==> src/verilog/uart_de_defs.vh <==
// Register offsets, field positions, reset values and timing counts.
// Included by the serial block and its infrared decoder.
`ifndef UART_DE_DEFS_VH
`define UART_DE_DEFS_VH
`define UART_TXD_OFS 12'h000
`define UART_RXD_OFS 12'h004
`define UART_STAT_OFS 12'h008
`define UART_CTL0_OFS 12'h00C
`define UART_CTL1_OFS 12'h010
`define UART_BRG_OFS 12'h014
`define CTL0_TEN 0
`define CTL0_REN 1
`define CTL0_PEN 2
`define CTL0_PSEL 3
`define CTL0_STOP2 4
`define CTL1_TRANSCEIVER_ENABLE_POLARITY 0
`define CTL1_IREN 1
`define CTL1_MPEN 2
`define CTL1_MPBT 3
`define STAT_RDA 0
`define STAT_PE 1
`define STAT_FE 2
`define STAT_OE 3
`define STAT_TDRE 4
`define STAT_TXE 5
`define STAT_NEW_FRAME_FLAG 6
`define STAT_MPRX 7
`define STAT_TMR 8
`define BRG_RESET 16'h0001
`define IR_SAMPLE_CNT 4'h8
`define IR_WINDOW_CNT 4'hC
`define IR_LAST_CNT 4'hF
`endif

==> src/verilog/ir_rx_decoder.v <==
// Infrared pulse decoder feeding the serial receiver.
// Assumes a one-cycle baud tick at sixteen times the bit rate and a
// pulse input already synchronised to pclk.
`timescale 1ns/10ps
`include "uart_de_defs.vh"
module ir_rx_decoder (
   input wire pclk,
   input wire presetn,
   input wire enable,
   input wire baud_tick,
   input wire pulse_in,
   output reg rxd_out
);
   reg [3:0] cnt_q;
   reg prev_q;
   reg seen_q;
   reg win_q;
   wire fall;

   // A falling pulse edge marks the start of a bit cell.
   assign fall = prev_q & ~pulse_in;

   // Counter restarts on a pulse that falls while the window is open, updates the output at eight and
   // reopens the window at twelve.
   always @(posedge pclk or negedge presetn) begin
      if (!presetn) begin
         cnt_q <= 4'h0;
         prev_q <= 1'b1;
         seen_q <= 1'b0;
         win_q <= 1'b1;
         rxd_out <= 1'b1;
      end else if (!enable) begin
         cnt_q <= 4'h0;
         prev_q <= 1'b1;
         seen_q <= 1'b0;
         win_q <= 1'b1;
         rxd_out <= 1'b1;
      end else begin
         prev_q <= pulse_in;
         if (fall && win_q) begin
            cnt_q <= 4'h0;
            seen_q <= 1'b1;
            win_q <= 1'b0;
         end else if (baud_tick) begin
            cnt_q <= cnt_q + 4'h1;
            if (cnt_q == `IR_SAMPLE_CNT) begin
               rxd_out <= ~seen_q;
               seen_q <= 1'b0;
            end
            if (cnt_q == `IR_WINDOW_CNT) begin
               win_q <= 1'b1;
            end
         end
      end
   end
endmodule // ir_rx_decoder

==> src/verilog/uart_de.v <==
// Serial transmitter and receiver with transceiver enable and infrared
// receive decoding, registers on APB.
// Assumes pclk at 100 MHz and pins from outside the pclk domain.
//
// Summary of operation
// - Eight data bits, least significant first.
// - Optional even or odd parity, checked.
// - Low start bit, one or two stops.
// - Multiprocessor mode: no interrupt on address.
// - New-frame flag with first data byte.
// - Enable covers whole transmitted frame.
// - Enable asserts on transmit data write.
// - Start bit one to two bits later.
// - Enable drops one clock after stop.
// - Back-to-back characters keep enable high.
// - Polarity bit selects enable level.
// - Separate transmit and receive interrupts.
// - Baud generator as timer when disabled.
// - Decoder timed by baud clock, feeds receiver.
// - Infrared bit is sixteen baud clocks.
// - Receive pin carries pulses in infrared mode.
// - Decoder counter 0..15, reset on fall.
// - Decoded stream lags by nine baud clocks.
// - Decoded value updated at count eight.
// - Sampling window opens at count twelve.
//
// Implementation choices: the register addresses and the APB register port.
`timescale 1ns/10ps
`include "uart_de_defs.vh"
module uart_de (
   input wire pclk,
   input wire presetn,
   input wire psel,
   input wire penable,
   input wire pwrite,
   input wire [11:0] paddr,
   input wire [31:0] pwdata,
   output reg [31:0] prdata,
   output wire pready,
   output wire pslverr,
   input wire rxd_pin,
   output reg txd_out,
   output wire transceiver_enable_out,
   output wire tx_irq,
   output wire rx_irq
);
   localparam TX_IDLE = 3'd0;
   localparam TX_SETUP = 3'd1;
   localparam TX_START = 3'd2;
   localparam TX_DATA = 3'd3;
   localparam TX_PAR = 3'd4;
   localparam TX_STOP = 3'd5;
   localparam TX_TAIL = 3'd6;
   localparam RX_IDLE = 3'd0;
   localparam RX_START = 3'd1;
   localparam RX_DATA = 3'd2;
   localparam RX_PAR = 3'd3;
   localparam RX_STOP = 3'd4;

   reg [7:0] ctl0_q;
   reg [7:0] ctl1_q;
   reg [15:0] brg_q;
   reg [15:0] brg_cnt_q;
   reg tick_q;
   reg rx_s1_q;
   reg rx_s2_q;
   reg [7:0] tdr_q;
   reg tdr_full_q;
   reg [2:0] tx_st_q;
   reg [3:0] tx_sub_q;
   reg [2:0] tx_bit_q;
   reg [7:0] tx_sh_q;
   reg tx_stop_q;
   reg tx_par_q;
   reg de_q;
   reg [2:0] rx_st_q;
   reg [3:0] rx_sub_q;
   reg [2:0] rx_bit_q;
   reg [7:0] rx_sh_q;
   reg rx_par_q;
   reg [7:0] rdr_q;
   reg rda_q;
   reg pe_q;
   reg fe_q;
   reg oe_q;
   reg new_frame_flag_q;
   reg mprx_q;
   reg tmr_q;
   reg rx_prev_q;
   wire infrared_pulse_input;
   wire rx_line;
   wire wr;
   wire rd;
   wire uart_on;
   wire rx_done;
   wire rx_addr;
   wire rx_err;

   // Parity over a byte, odd selection inverts even parity.
   function par_of;
      input [7:0] d;
      input odd;
      begin
         par_of = ^d ^ odd;
      end
   endfunction

   assign wr = psel & penable & pwrite;
   assign rd = psel & penable & ~pwrite;
   assign pready = 1'b1;
   assign pslverr = 1'b0;
   assign uart_on = ctl0_q[`CTL0_TEN] | ctl0_q[`CTL0_REN];

   // Two-flop synchroniser for the receive pin.
   always @(posedge pclk or negedge presetn) begin
      if (!presetn) begin
         rx_s1_q <= 1'b1;
         rx_s2_q <= 1'b1;
      end else begin
         rx_s1_q <= rxd_pin;
         rx_s2_q <= rx_s1_q;
      end
   end

   // Baud generator gives one tick per reload; each bit is sixteen
   // ticks, and with the serial function off it acts as a timer.
   always @(posedge pclk or negedge presetn) begin
      if (!presetn) begin
         brg_cnt_q <= 16'h0000;
         tick_q <= 1'b0;
      end else if (brg_cnt_q == 16'h0000) begin
         brg_cnt_q <= brg_q - 16'h0001;
         tick_q <= 1'b1;
      end else begin
         brg_cnt_q <= brg_cnt_q - 16'h0001;
         tick_q <= 1'b0;
      end
   end

   ir_rx_decoder u_ir_rx_decoder (
      .pclk(pclk),
      .presetn(presetn),
      .enable(ctl1_q[`CTL1_IREN]),
      .baud_tick(tick_q),
      .pulse_in(rx_s2_q),
      .rxd_out(infrared_pulse_input)
   );

   // In infrared mode the pin carries pulses and the receiver sees
   // the decoded stream instead.
   assign rx_line = ctl1_q[`CTL1_IREN] ? infrared_pulse_input : rx_s2_q;

   // Control register writes.
   always @(posedge pclk or negedge presetn) begin
      if (!presetn) begin
         ctl0_q <= 8'h00;
         ctl1_q <= 8'h00;
         brg_q <= `BRG_RESET;
      end else if (wr) begin
         if (paddr == `UART_CTL0_OFS) begin
            ctl0_q <= pwdata[7:0];
         end
         if (paddr == `UART_CTL1_OFS) begin
            ctl1_q <= pwdata[7:0];
         end
         if (paddr == `UART_BRG_OFS) begin
            brg_q <= (pwdata[15:0] == 16'h0000) ? `BRG_RESET : pwdata[15:0];
         end
      end
   end

   // Transmitter: enable rises on the data write, then a full bit of
   // setup before the start bit, held through stops plus one clock.
   always @(posedge pclk or negedge presetn) begin
      if (!presetn) begin
         tdr_q <= 8'h00;
         tdr_full_q <= 1'b0;
         tx_st_q <= TX_IDLE;
         tx_sub_q <= 4'h0;
         tx_bit_q <= 3'd0;
         tx_sh_q <= 8'h00;
         tx_stop_q <= 1'b0;
         tx_par_q <= 1'b0;
         txd_out <= 1'b1;
         de_q <= 1'b0;
      end else begin
         if (wr && paddr == `UART_TXD_OFS) begin
            tdr_q <= pwdata[7:0];
            tdr_full_q <= 1'b1;
         end
         case (tx_st_q)
            TX_IDLE: begin
               txd_out <= 1'b1;
               if (tdr_full_q && ctl0_q[`CTL0_TEN]) begin
                  de_q <= 1'b1;
                  tx_st_q <= TX_SETUP;
                  tx_sub_q <= 4'h0;
               end
            end
            TX_SETUP: begin
               if (tick_q) begin
                  tx_sub_q <= tx_sub_q + 4'h1;
                  if (tx_sub_q == 4'hF) begin
                     tx_st_q <= TX_START;
                  end
               end
            end
            TX_START: begin
               txd_out <= 1'b0;
               if (tick_q && tx_sub_q == 4'h0) begin
                  tx_sh_q <= tdr_q;
                  tx_par_q <= par_of(tdr_q, ctl0_q[`CTL0_PSEL]);
                  tdr_full_q <= wr && paddr == `UART_TXD_OFS;
               end
               if (tick_q) begin
                  tx_sub_q <= tx_sub_q + 4'h1;
                  if (tx_sub_q == 4'hF) begin
                     tx_st_q <= TX_DATA;
                     tx_bit_q <= 3'd0;
                  end
               end
            end
            TX_DATA: begin
               txd_out <= tx_sh_q[0];
               if (tick_q) begin
                  tx_sub_q <= tx_sub_q + 4'h1;
                  if (tx_sub_q == 4'hF) begin
                     tx_sh_q <= {1'b0, tx_sh_q[7:1]};
                     tx_bit_q <= tx_bit_q + 3'd1;
                     if (tx_bit_q == 3'd7) begin
                        tx_st_q <= ctl0_q[`CTL0_PEN] ? TX_PAR : TX_STOP;
                        tx_stop_q <= 1'b0;
                     end
                  end
               end
            end
            TX_PAR: begin
               txd_out <= ctl1_q[`CTL1_MPEN] ? ctl1_q[`CTL1_MPBT] : tx_par_q;
               if (tick_q) begin
                  tx_sub_q <= tx_sub_q + 4'h1;
                  if (tx_sub_q == 4'hF) begin
                     tx_st_q <= TX_STOP;
                  end
               end
            end
            TX_STOP: begin
               txd_out <= 1'b1;
               if (tick_q) begin
                  tx_sub_q <= tx_sub_q + 4'h1;
                  if (tx_sub_q == 4'hF) begin
                     if (ctl0_q[`CTL0_STOP2] && !tx_stop_q) begin
                        tx_stop_q <= 1'b1;
                     end else if (tdr_full_q) begin
                        tx_st_q <= TX_START;
                     end else begin
                        tx_st_q <= TX_TAIL;
                     end
                  end
               end
            end
            TX_TAIL: begin
               // The stop bit leaves the pin a clock after its last tick,
               // so the enable waits one clock more before it drops.
               if (tdr_full_q) begin
                  tx_st_q <= TX_SETUP;
                  tx_sub_q <= 4'h0;
               end else if (tx_sub_q == 4'h0) begin
                  tx_sub_q <= 4'h1;
               end else begin
                  de_q <= 1'b0;
                  tx_st_q <= TX_IDLE;
               end
            end
            default: begin
               tx_st_q <= TX_IDLE;
               de_q <= 1'b0;
            end
         endcase
      end
   end

   assign transceiver_enable_out = de_q ^ ctl1_q[`CTL1_TRANSCEIVER_ENABLE_POLARITY];

   // Receiver completion at mid stop bit, so that a start bit following
   // at once is not taken for a framing error.
   assign rx_done = rx_st_q == RX_STOP && tick_q && rx_sub_q == 4'h7;
   assign rx_addr = ctl1_q[`CTL1_MPEN] & rx_par_q;
   assign rx_err = ~rx_line;

   // Receiver: samples mid-bit, sixteen ticks per bit.
   always @(posedge pclk or negedge presetn) begin
      if (!presetn) begin
         rx_st_q <= RX_IDLE;
         rx_sub_q <= 4'h0;
         rx_bit_q <= 3'd0;
         rx_sh_q <= 8'h00;
         rx_par_q <= 1'b0;
         rx_prev_q <= 1'b1;
      end else begin
         rx_prev_q <= rx_line;
         case (rx_st_q)
            RX_IDLE: begin
               if (ctl0_q[`CTL0_REN] && rx_prev_q && !rx_line) begin
                  rx_st_q <= RX_START;
                  rx_sub_q <= 4'h0;
               end
            end
            RX_START: begin
               if (tick_q) begin
                  rx_sub_q <= rx_sub_q + 4'h1;
                  if (rx_sub_q == 4'h7 && rx_line) begin
                     rx_st_q <= RX_IDLE;
                  end
                  if (rx_sub_q == 4'hF) begin
                     rx_st_q <= RX_DATA;
                     rx_bit_q <= 3'd0;
                  end
               end
            end
            RX_DATA: begin
               if (tick_q) begin
                  rx_sub_q <= rx_sub_q + 4'h1;
                  if (rx_sub_q == 4'h7) begin
                     rx_sh_q <= {rx_line, rx_sh_q[7:1]};
                  end
                  if (rx_sub_q == 4'hF) begin
                     rx_bit_q <= rx_bit_q + 3'd1;
                     if (rx_bit_q == 3'd7) begin
                        rx_st_q <= ctl0_q[`CTL0_PEN] ? RX_PAR : RX_STOP;
                        rx_par_q <= 1'b0;
                     end
                  end
               end
            end
            RX_PAR: begin
               if (tick_q) begin
                  rx_sub_q <= rx_sub_q + 4'h1;
                  if (rx_sub_q == 4'h7) begin
                     rx_par_q <= rx_line;
                  end
                  if (rx_sub_q == 4'hF) begin
                     rx_st_q <= RX_STOP;
                  end
               end
            end
            RX_STOP: begin
               if (tick_q) begin
                  rx_sub_q <= rx_sub_q + 4'h1;
                  if (rx_sub_q == 4'h7) begin
                     rx_st_q <= RX_IDLE;
                  end
               end
            end
            default: rx_st_q <= RX_IDLE;
         endcase
      end
   end

   // Receive status; hardware set wins over a clearing read.
   always @(posedge pclk or negedge presetn) begin
      if (!presetn) begin
         rdr_q <= 8'h00;
         rda_q <= 1'b0;
         pe_q <= 1'b0;
         fe_q <= 1'b0;
         oe_q <= 1'b0;
         new_frame_flag_q <= 1'b0;
         mprx_q <= 1'b0;
         tmr_q <= 1'b0;
      end else begin
         if (rd && paddr == `UART_RXD_OFS) begin
            rda_q <= 1'b0;
            pe_q <= 1'b0;
            fe_q <= 1'b0;
            oe_q <= 1'b0;
            new_frame_flag_q <= 1'b0;
         end
         if (rd && paddr == `UART_STAT_OFS) begin
            tmr_q <= 1'b0;
         end
         if (!uart_on && tick_q) begin
            tmr_q <= 1'b1;
         end
         if (rx_done && rx_addr) begin
            mprx_q <= 1'b1;
         end else if (rx_done) begin
            rdr_q <= rx_sh_q;
            rda_q <= 1'b1;
            oe_q <= rda_q;
            fe_q <= rx_err;
            pe_q <= ctl0_q[`CTL0_PEN] & ~ctl1_q[`CTL1_MPEN] &
               (rx_par_q != par_of(rx_sh_q, ctl0_q[`CTL0_PSEL]));
            if (mprx_q) begin
               new_frame_flag_q <= 1'b1;
               mprx_q <= 1'b0;
            end
         end
      end
   end

   // Independent interrupt requests; address bytes raise none.
   assign rx_irq = ctl0_q[`CTL0_REN] & rda_q;
   assign tx_irq = (ctl0_q[`CTL0_TEN] & ~tdr_full_q) | tmr_q;

   // Read data mux, unmapped reads return zero.
   always @* begin
      case (paddr)
         `UART_RXD_OFS: prdata = {24'h000000, rdr_q};
         `UART_STAT_OFS: prdata = {23'h000000, tmr_q, mprx_q, new_frame_flag_q,
            (tx_st_q == TX_IDLE), ~tdr_full_q, oe_q, fe_q, pe_q, rda_q};
         `UART_CTL0_OFS: prdata = {24'h000000, ctl0_q};
         `UART_CTL1_OFS: prdata = {24'h000000, ctl1_q};
         `UART_BRG_OFS: prdata = {16'h0000, brg_q};
         default: prdata = 32'h00000000;
      endcase
   end
endmodule // uart_de

==> config.mk <==
export PLATFORM = sky130hd
export DESIGN_NAME = uart_de
export DESIGN_NICKNAME = d
export VERILOG_FILES = /design/src/verilog/ir_rx_decoder.v /design/src/verilog/uart_de.v
export VERILOG_INCLUDE_DIRS = /design/src /design/src/verilog
export SDC_FILE = /design/constraint.sdc
export NUM_CORES = 1
export LEC_CHECK = 0
export ABC_AREA = 1
export BUFFER_PORTS_ARGS = -buffer_cell sky130_fd_sc_hd__buf_2
export CAP_MARGIN = 15
export CORE_MARGIN = 2
export CORE_UTILIZATION = 40
export DETAILED_ROUTE_END_ITERATION = 6
export REMOVE_ABC_BUFFERS = 1
export SLEW_MARGIN = 5
export SYNTH_ARGS = -nofsm -noshare
export SYNTH_HDL_FRONTEND = slang
export SYNTH_HIERARCHICAL = 1
export SYNTH_SLANG_ARGS = --single-unit
==> constraint.sdc <==
create_clock -name pclk -period 1.95 [get_ports pclk]
set_input_delay 0.39 -clock pclk [delete_from_list [all_inputs] [get_ports pclk]]
set_output_delay 0.39 -clock pclk [all_outputs]
set_load 0.02 [all_outputs]
==> impl_metrics.xml <==
<?xml version="1.0" encoding="UTF-8"?>
<metrics>
  <group name="sta">
    <metric name="finalHoldViolations" unit="">0</metric>
    <metric name="part_of_the_cycle_the_worst_path_needs" unit="%">107</metric>
    <metric name="slew_headroom" unit="%">64.2</metric>
    <metric name="layout_setup_ws" unit="ns">-0.136</metric>
    <metric name="max_slew_violation_count" unit="">0</metric>
    <metric name="max_freq" unit="MHz">479</metric>
    <metric name="final.setup_skew" unit="ns">0.0113</metric>
    <metric name="tightest_slew" unit="ns">0.532</metric>
    <metric name="rsz0062_at_grt" unit="">yes</metric>
    <metric name="final-setup-viol-count" unit="">13</metric>
    <metric name="period_needed" unit="ns">2.09</metric>
  </group>
  <group name="worst_setup_path">
    <metric name="cpMostUsedCell" unit="">buf_6</metric>
    <metric name="crit_arrival" unit="ns">1.70</metric>
    <metric name="worst-path-max-fanout" unit="">4</metric>
    <metric name="start_kind" unit="">primary input</metric>
    <metric name="timing.critical_path.slowest_stage_cell" unit="">or2_4</metric>
    <metric name="worst_setup_path_end_kind" unit="">output port</metric>
    <metric name="worst-setup-path-type" unit="">in2out</metric>
    <metric name="critical_path.cell_chain" unit="">buf_6 -&gt; or2_4 -&gt; nor3_4 -&gt; buf_6 -&gt; nand2_4 -&gt; o21ai_2 -&gt; a31oi_1 -&gt; nand3_1 -&gt; buf_6</metric>
    <metric name="critical-path-max-stage-delay" unit="ns">0.28</metric>
    <metric name="crit_family" unit="">simple AND/OR/NAND/NOR gates</metric>
    <metric name="cp_data_required_time" unit="ns">1.56</metric>
    <metric name="critical_path.n_buffers_inverters" unit="">3</metric>
  </group>
  <group name="power">
    <metric name="powerDensity" unit="nW/µm²">988</metric>
    <metric name="power.leakage" unit="nW">4.26</metric>
    <metric name="irDropWorstVdd" unit="mV">0.632</metric>
  </group>
  <group name="status">
    <metric name="run_status" unit="">finished with violations</metric>
    <metric name="failing_checks" unit="">setup timing</metric>
  </group>
  <group name="final_layout">
    <metric name="nets" unit="">1065</metric>
    <metric name="end_of_flow_core_utilization" unit="%">50.5</metric>
    <metric name="final_cell_count_no_fill" unit="">1243</metric>
    <metric name="filler_cell_count" unit="">1686</metric>
    <metric name="drive_gt1_share" unit="%">21.2</metric>
    <metric name="insertedDiodeCount" unit="">0</metric>
    <metric name="areaGrowthSynthToFinish" unit="%">24.6</metric>
  </group>
  <group name="min_path">
    <metric name="hp-class" unit="">in2reg</metric>
  </group>
  <group name="detailed_routing">
    <metric name="finalWirelength" unit="µm">17800</metric>
    <metric name="first_pass_iters" unit="">6</metric>
    <metric name="drt_iter0_markers" unit="">353</metric>
    <metric name="drt-vias-per-instance" unit="">4.79</metric>
    <metric name="post-route-drc-count" unit="">0</metric>
    <metric name="final_antenna_net_count" unit="">0</metric>
    <metric name="detail_route.wl_per_cell" unit="µm">14.3</metric>
    <metric name="vias" unit="">5955</metric>
  </group>
  <group name="clock_network">
    <metric name="clk_path_buf_depth" unit="">2</metric>
    <metric name="clkSlewWorstSetupHoldPaths" unit="ns">0.05</metric>
    <metric name="clock_insertion_delay_at_the_later_pin_of_the_skew_report" unit="ns">0.43</metric>
    <metric name="cts-buffers-inserted" unit="">17</metric>
    <metric name="h-tree-depth" unit="">4</metric>
    <metric name="clock-root-buffer" unit="">clkbuf_16</metric>
    <metric name="tritoncts_num_sinks" unit="">125</metric>
    <metric name="cts_tree" unit="">built</metric>
  </group>
  <group name="place">
    <metric name="detailedPlacementHpwl" unit="µm">13300</metric>
    <metric name="numPortBuffers" unit="">53</metric>
    <metric name="place_inst" unit="">1201</metric>
    <metric name="gpl.final_weighted_congestion" unit="">0.865</metric>
  </group>
  <group name="floorplan">
    <metric name="design.die.area" unit="µm²">18400</metric>
    <metric name="starting_density_of_the_core" unit="%">40.5</metric>
    <metric name="die_x" unit="µm">136</metric>
    <metric name="std_cell_rows" unit="">48</metric>
    <metric name="io_pins" unit="">88</metric>
    <metric name="core_area" unit="µm²">17100</metric>
    <metric name="chipHeight" unit="µm">136</metric>
  </group>
  <group name="logic_synthesis">
    <metric name="synth_area" unit="µm²">6940</metric>
    <metric name="ys_warn_count" unit="">6</metric>
    <metric name="avgSynthCellArea" unit="µm²">7.82</metric>
    <metric name="async_reset_ff_share" unit="%">100</metric>
    <metric name="synth_cell_types" unit="">50</metric>
    <metric name="synth-seq-cells" unit="">125</metric>
    <metric name="syn_inst" unit="">888</metric>
    <metric name="synth.yosys.seq_area_share" unit="%">45.2</metric>
    <metric name="synth_enable_flop_cells" unit="">0</metric>
    <metric name="most_frequently_used_flop_master_after_synthesis" unit="">dfrtp_1</metric>
  </group>
  <group name="global_routing">
    <metric name="grt_pass1_vias" unit="">5689</metric>
    <metric name="total_congestion_overflow" unit="">0</metric>
    <metric name="grt_usage" unit="%">20.3</metric>
    <metric name="grt_start_max_net_pins" unit="">38</metric>
    <metric name="grt_antenna_before_repair" unit="">0</metric>
    <metric name="grt_pass1_wl" unit="µm">28600</metric>
  </group>
  <group name="run">
    <metric name="max-cap-violations" unit="">0</metric>
  </group>
</metrics>
-- state kept, by name, summed over array words and instances (netlist names), 8 cells and up --
register	cells
rx_sh_q	8
rdr_q	8
tx_sh_q	8
tdr_q	8
ctl0_q	8
brg_cnt_q	16
brg_q	16
ctl1_q	8
-- Yosys cell counts, drive strengths merged (2+ instances only) --
cell / instances / area share (%)
nand2: 233 / 13
inv: 130 / 7.1
dfrtp: 117 / 42
o21ai: 105 / 8.0
nor2: 82 / 4.8
nand3: 71 / 6.0
buf: 31 / 3.5
nand4: 17 / 1.5
xor2: 16 / 2.0
a21oi: 12 / 0.92
ha: 10 / 1.8
nor3: 10 / 1.4
dfstp: 8 / 3.0
a31oi: 7 / 0.72
o211ai: 7 / 0.76
xnor2: 7 / 0.88
nor4: 3 / 0.27
o22ai: 3 / 0.27
clkbuf: 2 / 0.13
clkinv: 2 / 0.11
conb: 2 / 0.11
mux2: 2 / 0.32
o31ai: 2 / 0.22
or2: 2 / 0.22
-- cell type report --
cell class	count	area [µm²]	share of cell area, %
Multi-Input combinational cell	614	3240	37.5
Clock inverter	7	62.6	0.724
Sequential cell	125	3140	36.3
Inverter	132	503	5.82
Timing Repair Buffer	115	920	10.6
Tap cell	225	282	3.26
Clock buffer	25	495	5.73
-- layout by cell type, fill, tap and decap left out, types with 17 or more instances in the layout --
| cell type | netlist | final |
|---|---|---|
| conb_1 | 2 | 18 |
| buf_4 | 19 | 59 |
| buf_2 | 7 | 32 |
| nand4_1 | 17 | 17 |
| inv_1 | 127 | 127 |
| clkbuf_16 | 0 | 17 |
| o21ai_0 | 91 | 85 |
| buf_6 | 3 | 17 |
| dfrtp_1 | 117 | 116 |
| nand3_1 | 65 | 61 |
| nor2_1 | 73 | 62 |
| nand2_1 | 227 | 224 |
-- layer usage --
layer,share of wire [%],vias up,global-route usage (%)
met4,1.1,0,6.42
met3,3.6,15,3.85
met1,49,2771,28.1
met5,0,-,0
li1,-,3055,-
met2,46,114,32.3
-- per-stage QoR --
step	hold WS (ns)	worst slack [ns]	area, µm²	power (mW)	TNS [ns]
global route	0.0588	-0.216	8650	9.14	-2.02
finish	0.0745	-0.136	8650	8.54	-0.968
global placement	0.348	-0.224	7750	5.45	-1.63
detailed placement	0.350	-0.220	7750	5.49	-1.67
CTS	0.0540	-0.132	8470	8.54	-0.895
floorplan	0.0944	-0.179	6750	4.82	-1.22
-- worst register-to-register path, delay by kind of cell (launching register included) --
family / cells / cell delay [ns]
simple gates: 10 / 1.07
flops: 1 / 0.37
buf+inv: 1 / 0.21
-- kinds of logic after synthesis --
logic type	synth area share, %
compound gates	11.4
xor+xnor	2.90
fa+ha+maj	1.80
buf+inv	10.8
flops	45.2
mux	0.324
other cells	0.108
simple gates	27.4
-- power breakdown --
part,switching (mW),internal (mW),total (mW)
Combinational,1.65,0.778,2.43
Clock,1.10,1.87,2.97
Sequential,0.219,2.92,3.14
-- final timing paths --
check,start,endpoint,depth (start not counted),slack (ns)
setup / recovery,paddr[0],prdata[2],9,-0.14
hold / removal,rxd_pin,rx_s1_q$_DFF_PN1_,1,0.07
setup reg to reg,brg_cnt_q[5]$_DFF_PN0_,brg_cnt_q[15]$_DFF_PN0_,11,0.18
hold reg to reg,rx_s1_q$_DFF_PN1_,rx_s2_q$_DFF_PN1_,0,0.36
max in group asynchronous,presetn,brg_q[0]$_DFFE_PN1P_,3,0.80
min in group asynchronous,presetn,tx_sub_q[1]$_DFFE_PN0P_,2,0.49
-- what timing repair did --
item / 4_1_cts / 5_1_grt
pin swaps: 9 / 17
hold endpoints to repair: 27 / 0
setup buffers: 6 / 3
gates cloned: 0 / 0
setup endpoints to repair: 16 / 43
hold buffers: 1 / 0
resized for setup: 34 / 45
Note: power is estimated with default switching activity, not from simulation.
